### config.mk
export PLATFORM = sky130hd
export DESIGN_NAME = evq_responder
export DESIGN_NICKNAME = d
export VERILOG_FILES = /design/src/inc/evq_pkg.sv /design/src/design/evq_edge_sync.sv /design/src/design/evq_responder.sv
export SDC_FILE = /design/constraint.sdc
export NUM_CORES = 2
export LEC_CHECK = 0
export ABC_AREA = 1
export BUFFER_PORTS_ARGS = -buffer_cell sky130_fd_sc_hd__buf_2
export CAP_MARGIN = 20
export CORE_AREA = 8 8 333 335
export CTS_CLUSTER_SIZE = 16
export DETAILED_ROUTE_END_ITERATION = 7
export DIE_AREA = 0 0 341 343
export PLACE_DENSITY = 0.52
export SLEW_MARGIN = 20
export SYNTH_ARGS = -nofsm -noshare
export SYNTH_HDL_FRONTEND = slang
export SYNTH_SLANG_ARGS = --single-unit
### constraint.sdc
create_clock -name ref_clk -period 23.1 [get_ports ref_clk]
set_clock_uncertainty 0.1 [all_clocks]
set_input_delay 4.62 -clock ref_clk [delete_from_list [all_inputs] [get_ports ref_clk]]
set_output_delay 4.62 -clock ref_clk [all_outputs]
set_load 0.02 [all_outputs]
### src/inc/evq_pkg.sv
`default_nettype none
package evq_pkg;
  // framing bytes
  localparam logic [7:0] EVQ_SOP = 8'h10;
  localparam logic [7:0] EVQ_ETX = 8'h03;
  localparam logic [7:0] EVQ_PKT_ID = 8'ha1;
  localparam logic [7:0] EVQ_SUB_EVT = 8'h06;
  localparam logic [7:0] EVQ_SUB_POS = 8'h11;
  localparam logic [7:0] EVQ_MODE_QRY = 8'h00;
  localparam logic [7:0] EVQ_MODE_RSP = 8'h02;
  localparam logic [7:0] EVQ_MASK_DEV = 8'hff;
  localparam logic [7:0] EVQ_FIX_NONE = 8'h00;
  localparam logic [7:0] EVQ_FIX_3D = 8'h02;
  // calendar bounds
  localparam logic [7:0] EVQ_HOUR_MAX = 8'h17;
  localparam logic [7:0] EVQ_MINSEC_MAX = 8'h3b;
  localparam logic [7:0] EVQ_MONTH_MAX = 8'h0c;
  localparam logic [7:0] EVQ_DAY_MAX = 8'h1f;
  localparam logic [7:0] EVQ_CAL_MIN1 = 8'h01;
  // body sizes in bytes, length fields, and body widths in bits
  localparam logic [5:0] EVQ_EV_BODY = 6'h1b;
  localparam logic [5:0] EVQ_POS_BODY = 6'h32;
  localparam logic [15:0] EVQ_EV_LEN = 16'h001d;
  localparam logic [15:0] EVQ_POS_LEN = 16'h0034;
  localparam int EVQ_BODY_W = 400;
  localparam int EVQ_EV_W = 216;
  // register map
  localparam int EVQ_AW = 8;
  localparam logic [7:0] EVQ_REG_CTRL = 8'h00;
  localparam logic [7:0] EVQ_REG_MASK = 8'h04;
  localparam logic [7:0] EVQ_REG_EVCNT = 8'h08;
  localparam logic [7:0] EVQ_REG_STAT = 8'h0c;
  localparam int EVQ_CTRL_AUTO = 0;
  localparam int EVQ_CTRL_TB_LSB = 4;
  localparam int EVQ_CTRL_PR_LSB = 8;
  localparam logic [3:0] EVQ_TB_RST = 4'h0;
  localparam logic [3:0] EVQ_PR_RST = 4'h0;
  localparam logic [7:0] EVQ_MASK_RST = 8'h00;

  // time of day as kept by the timing core
  typedef struct packed {
    logic [63:0] frac_sec;
    logic [31:0] tow;
    logic [15:0] week;
    logic [7:0] hour;
    logic [7:0] minute;
    logic [7:0] second;
    logic [7:0] month;
    logic [7:0] day;
    logic [15:0] year;
  } evq_time_t;

  // position and velocity in the frame the mask asks for
  typedef struct packed {
    logic [63:0] x;
    logic [63:0] y;
    logic [63:0] z;
    logic [31:0] ve;
    logic [31:0] vn;
    logic [31:0] vu;
  } evq_pos_t;
endpackage
`default_nettype wire

### src/design/evq_edge_sync.sv
`timescale 1ns/1ps
`default_nettype none
module evq_edge_sync (
  input wire logic ref_clk,
  input wire logic sys_rst,
  input wire logic pin,
  output logic rise
);
  logic s1_q, s2_q, s3_q;

  ////////////////////////////////////////////////////////////
  // two-stage synchroniser, third stage only for the edge
  always_ff @(posedge ref_clk or posedge sys_rst) begin
    if (sys_rst) begin
      s1_q <= 1'b0;
      s2_q <= 1'b0;
      s3_q <= 1'b0;
    end else begin
      s1_q <= pin;
      s2_q <= s1_q;
      s3_q <= s2_q;
    end
  end

  // s1_q feeds nothing but s2_q, so metastability stays contained
  assign rise = s2_q & ~s3_q;
endmodule
`default_nettype wire

### src/design/evq_responder.sv
// Added by the designer: the Wishbone interface to the registers and the placing of the registers.
`timescale 1ns/1ps
`default_nettype none
module evq_responder (
  input wire logic ref_clk,
  input wire logic sys_rst,
  input wire logic wb_cyc,
  input wire logic wb_stb,
  input wire logic wb_we,
  input wire logic [evq_pkg::EVQ_AW-1:0] wb_adr,
  input wire logic [3:0] wb_sel,
  input wire logic [31:0] wb_dat_w,
  output logic [31:0] wb_dat_r,
  output logic wb_ack,
  input wire logic event_pin,
  input wire logic pps_pin,
  input wire evq_pkg::evq_time_t time_now,
  input wire evq_pkg::evq_pos_t pos_rt,
  input wire evq_pkg::evq_pos_t pos_sv,
  input wire logic [7:0] fix_type,
  input wire logic [7:0] rx_data,
  input wire logic rx_valid,
  output logic [7:0] tx_data,
  output logic tx_valid,
  input wire logic tx_ready,
  output logic [7:0] pos_mask
);
  import evq_pkg::*;

  typedef enum logic [2:0] {
    R_START, R_ID, R_SUB, R_LENH, R_LENL, R_MODE, R_DATA
  } evq_rx_t;

  logic ev_rise, pps_rise;
  logic [31:0] evcnt_q;
  evq_time_t evt_q;
  logic auto_q;
  logic [3:0] tbase_q, pref_q;
  logic [7:0] smask_q;
  logic wb_ack_q;
  logic [31:0] wb_dat_q;
  evq_rx_t rx_st_q;
  logic [7:0] sub_q, b0_q;
  logic ok_q, dle_q;
  logic [1:0] dcnt_q;
  logic rx_done, ev_req, pos_req;
  logic [7:0] rx_mask, eff_mask;
  logic ev_pend_q, pos_pend_q;
  logic [7:0] pos_mask_q;
  logic busy_q, tx_valid_q, kind_q;
  logic [7:0] tx_data_q, chk_q;
  logic [5:0] idx_q;
  logic [EVQ_BODY_W-1:0] body_q;
  logic ev_take, pos_take, tx_adv, last_byte;
  logic [5:0] blen, nidx;
  logic [7:0] nbyte, chk_d, fix_c;
  logic [15:0] len_c;
  logic [EVQ_EV_W-1:0] ev_body;
  logic [EVQ_BODY_W-1:0] pos_body;
  evq_pos_t psel;
  logic bus_go, wr_go;

  // out-of-range calendar values fall back to the lowest legal value
  function automatic logic [7:0] evq_clamp(input logic [7:0] v,
                                           input logic [7:0] lo,
                                           input logic [7:0] hi);
    return (v < lo || v > hi) ? lo : v;
  endfunction

  ////////////////////////////////////////////////////////////
  // pins from outside the clock domain
  evq_edge_sync u_ev_sync (
    .ref_clk(ref_clk),
    .sys_rst(sys_rst),
    .pin(event_pin),
    .rise(ev_rise)
  );

  evq_edge_sync u_pps_sync (
    .ref_clk(ref_clk),
    .sys_rst(sys_rst),
    .pin(pps_pin),
    .rise(pps_rise)
  );

  ////////////////////////////////////////////////////////////
  // event capture: count and time stamp move only on a new event
  always_ff @(posedge ref_clk or posedge sys_rst) begin
    if (sys_rst) begin
      evcnt_q <= 32'h0;
      evt_q <= '0;
    end else if (ev_rise) begin
      evcnt_q <= evcnt_q + 32'h1;
      evt_q <= time_now;
    end
  end

  ////////////////////////////////////////////////////////////
  // wishbone classic slave: one wait state, ack for one cycle
  assign bus_go = wb_cyc & wb_stb & ~wb_ack_q;
  // a write lands at the edge where the master sees ack, never earlier
  assign wr_go = wb_cyc & wb_stb & wb_we & wb_ack_q;

  always_ff @(posedge ref_clk or posedge sys_rst) begin
    if (sys_rst) begin
      wb_ack_q <= 1'b0;
      wb_dat_q <= 32'h0;
    end else begin
      wb_ack_q <= bus_go;
      if (bus_go && !wb_we) begin
        unique case (wb_adr)
          EVQ_REG_CTRL: wb_dat_q <= {20'h0, pref_q, tbase_q, 3'h0, auto_q};
          EVQ_REG_MASK: wb_dat_q <= {24'h0, smask_q};
          EVQ_REG_EVCNT: wb_dat_q <= evcnt_q;
          EVQ_REG_STAT: wb_dat_q <= {29'h0, pos_pend_q, ev_pend_q, busy_q};
          default: wb_dat_q <= 32'h0; // unmapped reads as zero
        endcase
      end
    end
  end

  // configuration writes, honouring byte lanes
  always_ff @(posedge ref_clk or posedge sys_rst) begin
    if (sys_rst) begin
      auto_q <= 1'b0;
      tbase_q <= EVQ_TB_RST;
      pref_q <= EVQ_PR_RST;
      smask_q <= EVQ_MASK_RST;
    end else if (wr_go) begin
      if (wb_adr == EVQ_REG_CTRL && wb_sel[0]) begin
        auto_q <= wb_dat_w[EVQ_CTRL_AUTO];
        tbase_q <= wb_dat_w[EVQ_CTRL_TB_LSB+:4];
      end
      if (wb_adr == EVQ_REG_CTRL && wb_sel[1]) begin
        pref_q <= wb_dat_w[EVQ_CTRL_PR_LSB+:4];
      end
      if (wb_adr == EVQ_REG_MASK && wb_sel[0]) begin
        smask_q <= wb_dat_w[7:0];
      end
    end
  end

  ////////////////////////////////////////////////////////////
  // query parser; stuffed 0x10 pairs in the payload count as one byte
  always_ff @(posedge ref_clk or posedge sys_rst) begin
    if (sys_rst) begin
      rx_st_q <= R_START;
      sub_q <= 8'h0;
      b0_q <= 8'h0;
      ok_q <= 1'b0;
      dle_q <= 1'b0;
      dcnt_q <= 2'h0;
    end else if (rx_valid) begin
      unique case (rx_st_q)
        R_START: if (rx_data == EVQ_SOP) rx_st_q <= R_ID;
        R_ID: rx_st_q <= (rx_data == EVQ_PKT_ID) ? R_SUB : R_START;
        R_SUB: begin
          sub_q <= rx_data;
          rx_st_q <= R_LENH;
        end
        R_LENH: rx_st_q <= R_LENL;
        R_LENL: rx_st_q <= R_MODE;
        R_MODE: begin
          ok_q <= (rx_data == EVQ_MODE_QRY);
          dle_q <= 1'b0;
          dcnt_q <= 2'h0;
          rx_st_q <= R_DATA;
        end
        R_DATA: begin
          if (dle_q && rx_data == EVQ_ETX) begin
            dle_q <= 1'b0;
            rx_st_q <= R_START;
          end else if (!dle_q && rx_data == EVQ_SOP) begin
            dle_q <= 1'b1;
          end else begin
            dle_q <= 1'b0;
            if (dcnt_q == 2'h0) b0_q <= rx_data;
            if (dcnt_q != 2'h3) dcnt_q <= dcnt_q + 2'h1;
          end
        end
      endcase
    end
  end

  // a frame ends on 0x10 0x03; checksum is not checked here
  assign rx_done = rx_valid & (rx_st_q == R_DATA) & dle_q & (rx_data == EVQ_ETX) & ok_q;
  assign ev_req = (rx_done & (sub_q == EVQ_SUB_EVT)) | (pps_rise & auto_q);
  assign pos_req = rx_done & (sub_q == EVQ_SUB_POS);
  // one payload byte is just the checksum, so no mask came along
  assign rx_mask = (dcnt_q >= 2'h2) ? b0_q : EVQ_MASK_DEV;
  assign eff_mask = (rx_mask == EVQ_MASK_DEV) ? smask_q : rx_mask;

  ////////////////////////////////////////////////////////////
  // pending requests: a new request wins over the take that clears it
  always_ff @(posedge ref_clk or posedge sys_rst) begin
    if (sys_rst) begin
      ev_pend_q <= 1'b0;
      pos_pend_q <= 1'b0;
      pos_mask_q <= EVQ_MASK_RST;
    end else begin
      ev_pend_q <= ev_req | (ev_pend_q & ~ev_take);
      pos_pend_q <= pos_req | (pos_pend_q & ~pos_take);
      if (pos_req) pos_mask_q <= eff_mask;
    end
  end

  ////////////////////////////////////////////////////////////
  // response bodies, snapshotted when a frame starts
  always_comb begin
    psel = pos_mask_q[0] ? pos_sv : pos_rt;
    fix_c = (fix_type > EVQ_FIX_3D) ? EVQ_FIX_NONE : fix_type;
    ev_body = {evcnt_q, evt_q.frac_sec, evt_q.tow, evt_q.week,
               evq_clamp(evt_q.hour, 8'h00, EVQ_HOUR_MAX),
               evq_clamp(evt_q.minute, 8'h00, EVQ_MINSEC_MAX),
               evq_clamp(evt_q.second, 8'h00, EVQ_MINSEC_MAX),
               evq_clamp(evt_q.month, EVQ_CAL_MIN1, EVQ_MONTH_MAX),
               evq_clamp(evt_q.day, EVQ_CAL_MIN1, EVQ_DAY_MAX),
               evt_q.year, {4'h0, tbase_q}, {4'h0, pref_q}};
    // pdop and uncertainties are not served and go out as zero
    pos_body = {pos_mask_q, fix_c, psel.x, psel.y, psel.z,
                psel.ve, psel.vn, psel.vu, 96'h0};
  end

  assign ev_take = ~busy_q & ev_pend_q;
  assign pos_take = ~busy_q & ~ev_pend_q & pos_pend_q;
  assign tx_adv = busy_q & tx_valid_q & tx_ready;
  assign blen = kind_q ? EVQ_POS_BODY : EVQ_EV_BODY;
  assign len_c = kind_q ? EVQ_POS_LEN : EVQ_EV_LEN;
  assign last_byte = (idx_q == blen + 6'h8);

  // next byte of the frame and running checksum over bytes 1..body end
  always_comb begin
    nidx = idx_q + 6'h1;
    chk_d = chk_q;
    if (nidx == 6'h1) begin
      nbyte = EVQ_PKT_ID;
    end else if (nidx == 6'h2) begin
      nbyte = kind_q ? EVQ_SUB_POS : EVQ_SUB_EVT;
    end else if (nidx == 6'h3) begin
      nbyte = len_c[15:8];
    end else if (nidx == 6'h4) begin
      nbyte = len_c[7:0];
    end else if (nidx == 6'h5) begin
      nbyte = EVQ_MODE_RSP;
    end else if (nidx < blen + 6'h6) begin
      nbyte = body_q[EVQ_BODY_W-1-:8];
    end else if (nidx == blen + 6'h6) begin
      nbyte = chk_q;
    end else if (nidx == blen + 6'h7) begin
      nbyte = EVQ_SOP;
    end else begin
      nbyte = EVQ_ETX;
    end
    if (nidx < blen + 6'h6) chk_d = chk_q ^ nbyte;
  end

  ////////////////////////////////////////////////////////////
  // transmitter: event responses go before position responses
  always_ff @(posedge ref_clk or posedge sys_rst) begin
    if (sys_rst) begin
      busy_q <= 1'b0;
      tx_valid_q <= 1'b0;
      tx_data_q <= 8'h0;
      idx_q <= 6'h0;
      chk_q <= 8'h0;
      kind_q <= 1'b0;
      body_q <= '0;
    end else if (ev_take || pos_take) begin
      busy_q <= 1'b1;
      tx_valid_q <= 1'b1;
      tx_data_q <= EVQ_SOP;
      idx_q <= 6'h0;
      chk_q <= 8'h0;
      kind_q <= pos_take;
      body_q <= pos_take ? pos_body : {ev_body, {(EVQ_BODY_W - EVQ_EV_W){1'b0}}};
    end else if (tx_adv) begin
      if (last_byte) begin
        busy_q <= 1'b0;
        tx_valid_q <= 1'b0;
      end else begin
        idx_q <= nidx;
        tx_data_q <= nbyte;
        chk_q <= chk_d;
        if (nidx >= 6'h6 && nidx < blen + 6'h6) body_q <= body_q << 8;
      end
    end
  end

  assign wb_ack = wb_ack_q;
  assign wb_dat_r = wb_dat_q;
  assign tx_data = tx_data_q;
  assign tx_valid = tx_valid_q;
  assign pos_mask = pos_mask_q;
endmodule
`default_nettype wire

* Yosys cells after proc, flatten, opt, wreduce, memory -nomap -nowiden
Index checks and enable logic that the tools add are counted.
** Cells by class
- Reductions and logical operators :: 37
- Add/subtract/negate cells :: 6
- Muxes and demuxes :: 50
- Equality and inequality tests :: 30
- $lt $le $gt $ge :: 14
- Bitwise operators :: 32
** Operators by type and width (number)
- $mux W400 :: 5
- $mux W288 :: 1
- $mux W8 :: 22
- $pmux W32 S4 :: 1
- $lt A8 B1 Y1 const B :: 5
- $add A32 B1 Y32 const B :: 1
- $mux W6 :: 5
- $pmux W3 S7 :: 1
- $and A1 B1 Y1 :: 19
- $eq A6 B6 Y1 :: 3
- $eq A8 B3 Y1 const B :: 2
- $eq A8 B4 Y1 const B :: 2
- $eq A8 B5 Y1 const B :: 2
- $eq A8 B8 Y1 const B :: 2
- $gt A8 B5 Y1 const B :: 2
- $gt A8 B6 Y1 const B :: 2
- $logic_not A8 Y1 :: 2
- $reduce_and A2 Y1 :: 8
- $add A6 B3 Y6 const B :: 2
- $eq A6 B2 Y1 const B :: 2
- $eq A6 B3 Y1 const B :: 2
- $ne A2 B2 Y1 const B :: 6
- $mux W5 :: 2
- $reduce_and A5 Y1 :: 2
- 29 further kinds :: 68
** Word-level totals
- Register bits :: 713
- Input port bits :: 813

* Longest topological paths before layout
- Depth after elaboration :: 16
- Mapped depth :: 20

* Modules after synthesis
A second synthesis with hierarchy kept.
** Second synthesis, totals
- Cells, all modules :: 4166
- Area, all modules :: 31656.6 µm²
** Modules (own cells, without submodules)
- evq_responder :: cells an instance 4154, times used 1, area an instance 31478.9 µm², seq. area each 15289.7 µm²
- evq_edge_sync :: cells an instance 6, times used 2, area an instance 88.8 µm², seq. area each 75.1 µm²

* Worst setup path before layout
OpenSTA, ideal clock, no wires.
- Kind :: input port to flip-flop
- Start point :: in wb_adr[1] (netlist bit)
- End point :: reg wb_dat_q[0], in the netlist wb_dat_r[0]
- Library setup time :: 0.083 ns
- Stages on the path :: 7
- Data arrival time :: 6.080 ns
- Path buffers :: 0
- Data required time :: 22.917 ns
- Setup slack :: 16.837 ns
- Path through :: nor2_1 inv_1 nor4_1 inv_1 o22ai_1 a221oi_1 o21ai_0
** Between the ends
- Word-level cells in the longest chain between the ends :: 2
** Ends and longest elaborated chain
- from (decl) :: RTL line evq_responder.sv:10 : input wire logic [evq_pkg::EVQ_AW-1:0] wb_adr,
- $eq A8 B4 Y1 (tied with other cells) :: RTL line evq_responder.sv:111 : unique case (wb_adr)
- $pmux W32 S4 (*) :: RTL line evq_responder.sv:111
- to (signal assigned) :: RTL line evq_responder.sv:112 : EVQ_REG_CTRL: wb_dat_q <= {20'h0, pref_q, tbase_q, 3'h0, auto_q};
- to (signal assigned) :: RTL line evq_responder.sv:113 : EVQ_REG_MASK: wb_dat_q <= {24'h0, smask_q};
- to (signal assigned) :: RTL line evq_responder.sv:114 : EVQ_REG_EVCNT: wb_dat_q <= evcnt_q;
- to (decl) :: RTL line evq_responder.sv:41 : logic [31:0] wb_dat_q;
Mark *: on every way between the ends. The rest lies on a longest branch, timed or not.
A chain may end at the register's enable or synchronous reset.

* Final worst setup path
- Start point :: in tx_ready
- End point :: reg body_q[388]
** Between the ends
- Word-level cells in the longest chain between the ends :: 3
** Ends and longest elaborated chain
- from (decl) :: RTL line evq_responder.sv:25 : input wire logic tx_ready,
- $and A1 B1 Y1 :: RTL line evq_responder.sv:226 : assign tx_adv = busy_q & tx_valid_q & tx_ready;
- $reduce_bool A2 Y1 (no source line)
- $reduce_and A3 Y1 (no source line)
- to (signal assigned) :: RTL line evq_responder.sv:275 : body_q <= pos_take ? pos_body : {ev_body, {(EVQ_BODY_W - EVQ_EV_W){1'b0}}};
- to (signal assigned) :: RTL line evq_responder.sv:284 : if (nidx >= 6'h6 && nidx < blen + 6'h6) body_q <= body_q << 8;
- to (decl) :: RTL line evq_responder.sv:53 : logic [EVQ_BODY_W-1:0] body_q;
Every way passes these cells.

==> impl_metrics.tcl <==
set metrics [dict create \
    outcome "finished clean" \
    wirelength_um 128000 \
    hpwl_um 96000 \
    ant_nets 0 \
    ys_seq_area_frac 0.493 \
    synth_top_area_cell "dfrtp_1" \
    dr.pass1.iters 5 \
    syn_area_per_cell_um2 7.44 \
    crit_type "input pin to flop" \
    rsz0062_at_grt "false" \
    drive_gt1_frac 0.211 \
    grt_pass1_wl_um 190000 \
    fin_nets 5726 \
    overflow 0 \
    register_area_um2 15400 \
    clockRootBuffer "clkbuf_16" \
    async_reset_ff_frac 1.00 \
    drt_iter0_drc 2197 \
    post-route-util 0.369 \
    grtUsageTotal 0.210 \
    clk_latency_ns 0.63 \
    path_depth 11 \
    r2r_slack_ns 15.60 \
    cts_tree "built" \
    crit_buf_inv 7 \
    grt_max_degree 170 \
    fin_ws_ns 13.22 \
    ys_ff_latch 617 \
    htreeDepth 3 \
    via_count 30647 \
    dieArea_um2 117000 \
    cts_buffers 77 \
    hold_violations 0 \
    synth-edff-count 0 \
    clkTransAtPathRegs_ns 0.06 \
    synth_top_cell_area_share 0.493 \
    p_leak_nw 19.7 \
    worst_setup_path_end_kind "flop" \
    synth_area_um2 31300 \
    min_period_over_period 0.428 \
    ys_types 47 \
    fmax_mhz 101 \
    peakVddDrop_mv 0.0790 \
    cp.required_ns 23.53 \
    drv_cap 0 \
    slew_viol_final 0 \
    cts_buffer_depth 3 \
    cts_hold_buf 0 \
    hp-class "flop to flop" \
    tightest_slew_ns 1.20 \
    crit_path_max_incr_delay_ns 0.86 \
    crit_top_cell "buf_4" \
    areaGrowthSynthToFinish_pct 24.8 \
    synthCells 4210 \
    critical-path-slowest-cell "buf_4" \
    setup_viol 0 \
    via_per_inst 4.81 \
    num_rows 120 \
    avgRoutedWirePerCell_um 20.1 \
    start_kind "input pin" \
    path_cells "buf_2 > nand3_1 > o21ai_2 > inv_2 > a21oi_4 > buf_4 > buf_4 > buf_4 > buf_4 > inv_2 > o21ai_0" \
    synth_warnings 0 \
    final_common_cell "nand2_1" \
    io_buffers 840 \
    fin_crit_ns 9.88 \
    powerDensity_nw_per_um2 100 \
    fillCellCount 11482 \
    min_path_cells 0 \
    grt_pass1_vias 30295 \
    initial_core_util 0.296 \
    cts_sinks 617 \
    core_region_area_um2 106000 \
    layout_common_cells "nand2_1 (1439), buf_2 (840), dfrtp_1 (616)" \
    synth_area_leaders "dfrtp_1 (49%), nand2_1 (17%), nor2_1 (7.1%)" \
    multi_input_area_um2 13900 \
    crit_path_max_fanout 103 \
    synth_nets 5035 \
    setup_tns_ns 0 \
    io_pins 863 \
    gp_congestion 0.898 \
    post-place-ws_ns 12.55 \
    antenna_found_initial 25 \
    drc 0 \
    die_h_um 343 \
    crit_family "buffers and inverters" \
    maxSlewHeadroom 0.203 \
    post-cts-setup-buffers 0 \
    cp.arrival_ns 10.31 \
    die_w_um 341 \
    ys.flop_type "dfrtp_1" \
    cts_resized 0 \
    reg2reg_depth 18 \
]
-- cell type report --
class                   instances  area share
well taps                    1403      0.0449
multi-input cells            3111       0.356
clock inverters                26     0.00890
clock buffers                 109      0.0568
repair buffers                875       0.116
diodes                         16     0.00102
inverters                     219      0.0218
flip-flops and latches        617       0.395
-- per-stage QoR --
| stage | power [W] | std cells | hold WS (ns) | area, um^2 |
|---|---|---|---|---|
| 2_1_floorplan | 0.00240 | 4210 | 0.231 | 31300 |
| 3_3_place_gp | 0.00268 | 6225 | 0.237 | 36500 |
| 3_5_place_dp | 0.00271 | 6225 | 0.241 | 36500 |
| 4_1_cts | 0.00396 | 6360 | 0.254 | 39000 |
| 5_1_grt | 0.00420 | 6367 | 0.256 | 39000 |
| 6_report | 0.00392 | 6376 | 0.249 | 39100 |
-- synth_stat cells (all sizes together), types with 11 or more instances --
cell type  count
a31oi        185
inv          217
or2           26
o21ai        272
nor2         595
nand3         61
nor4          18
a22oi         11
nand4         21
buf           66
nor3         172
o211ai        29
nand2       1440
xor2          29
clkbuf       197
ha            12
dfrtp        617
o22ai         17
a21oi        172
a41oi         15
-- cell families (layout without fill, tap and decap cells) --
family / after synthesis / count (layout) / share of synthesized area
and+or+nand+nor: 2337 / 2337 / 0.295
adders and majority gates: 12 / 12 / 0.00480
buffers and inverters: 482 / 1229 / 0.0638
other: 0 / 16 / 0
AOI/OAI and AO/OA: 728 / 728 / 0.133
DFF: 617 / 617 / 0.493
muxes: 3 / 3 / 0.00108
xor gates and xnor gates: 31 / 31 / 0.00867
-- power breakdown --
group | switching [W] | internal (W)
sequential | 0.000164 | 0.00136
clock | 0.000485 | 0.000756
combinational | 0.000765 | 0.000384
total | 0.00141 | 0.00250
-- state kept, by name, indices dropped and copies added (netlist names), 4 cells and up --
signal,cells
body_q,304
ev_body,128
evt_q,40
evcnt_q,32
wb_dat_r,32
b0_q,8
chk_q,8
pos_mask,8
smask_q,8
sub_q,8
tx_data,8
idx_q,6
pref_q,4
tbase_q,4
-- layer usage --
metal	vias to the layer above	track usage	wire length, um
met5	-	0	92
met3	145	0.0334	6640
met2	813	0.362	63400
li1	15104	-	-
met1	14571	0.275	55700
met4	14	0.0506	2550
-- worst paths after layout --
kind | startpoint | to
worst max register to register | idx_q[0] | body_q[388]
max in group asynchronous | sys_rst | ev_body[87]
worst min-delay path | u_pps_sync.s1_q | u_pps_sync.s2_q
min in group asynchronous | sys_rst | idx_q[2]
worst max-delay path | tx_ready | body_q[388]
worst min register to register | u_pps_sync.s1_q | u_pps_sync.s2_q
Note: power is estimated with default switching activity, not from simulation.
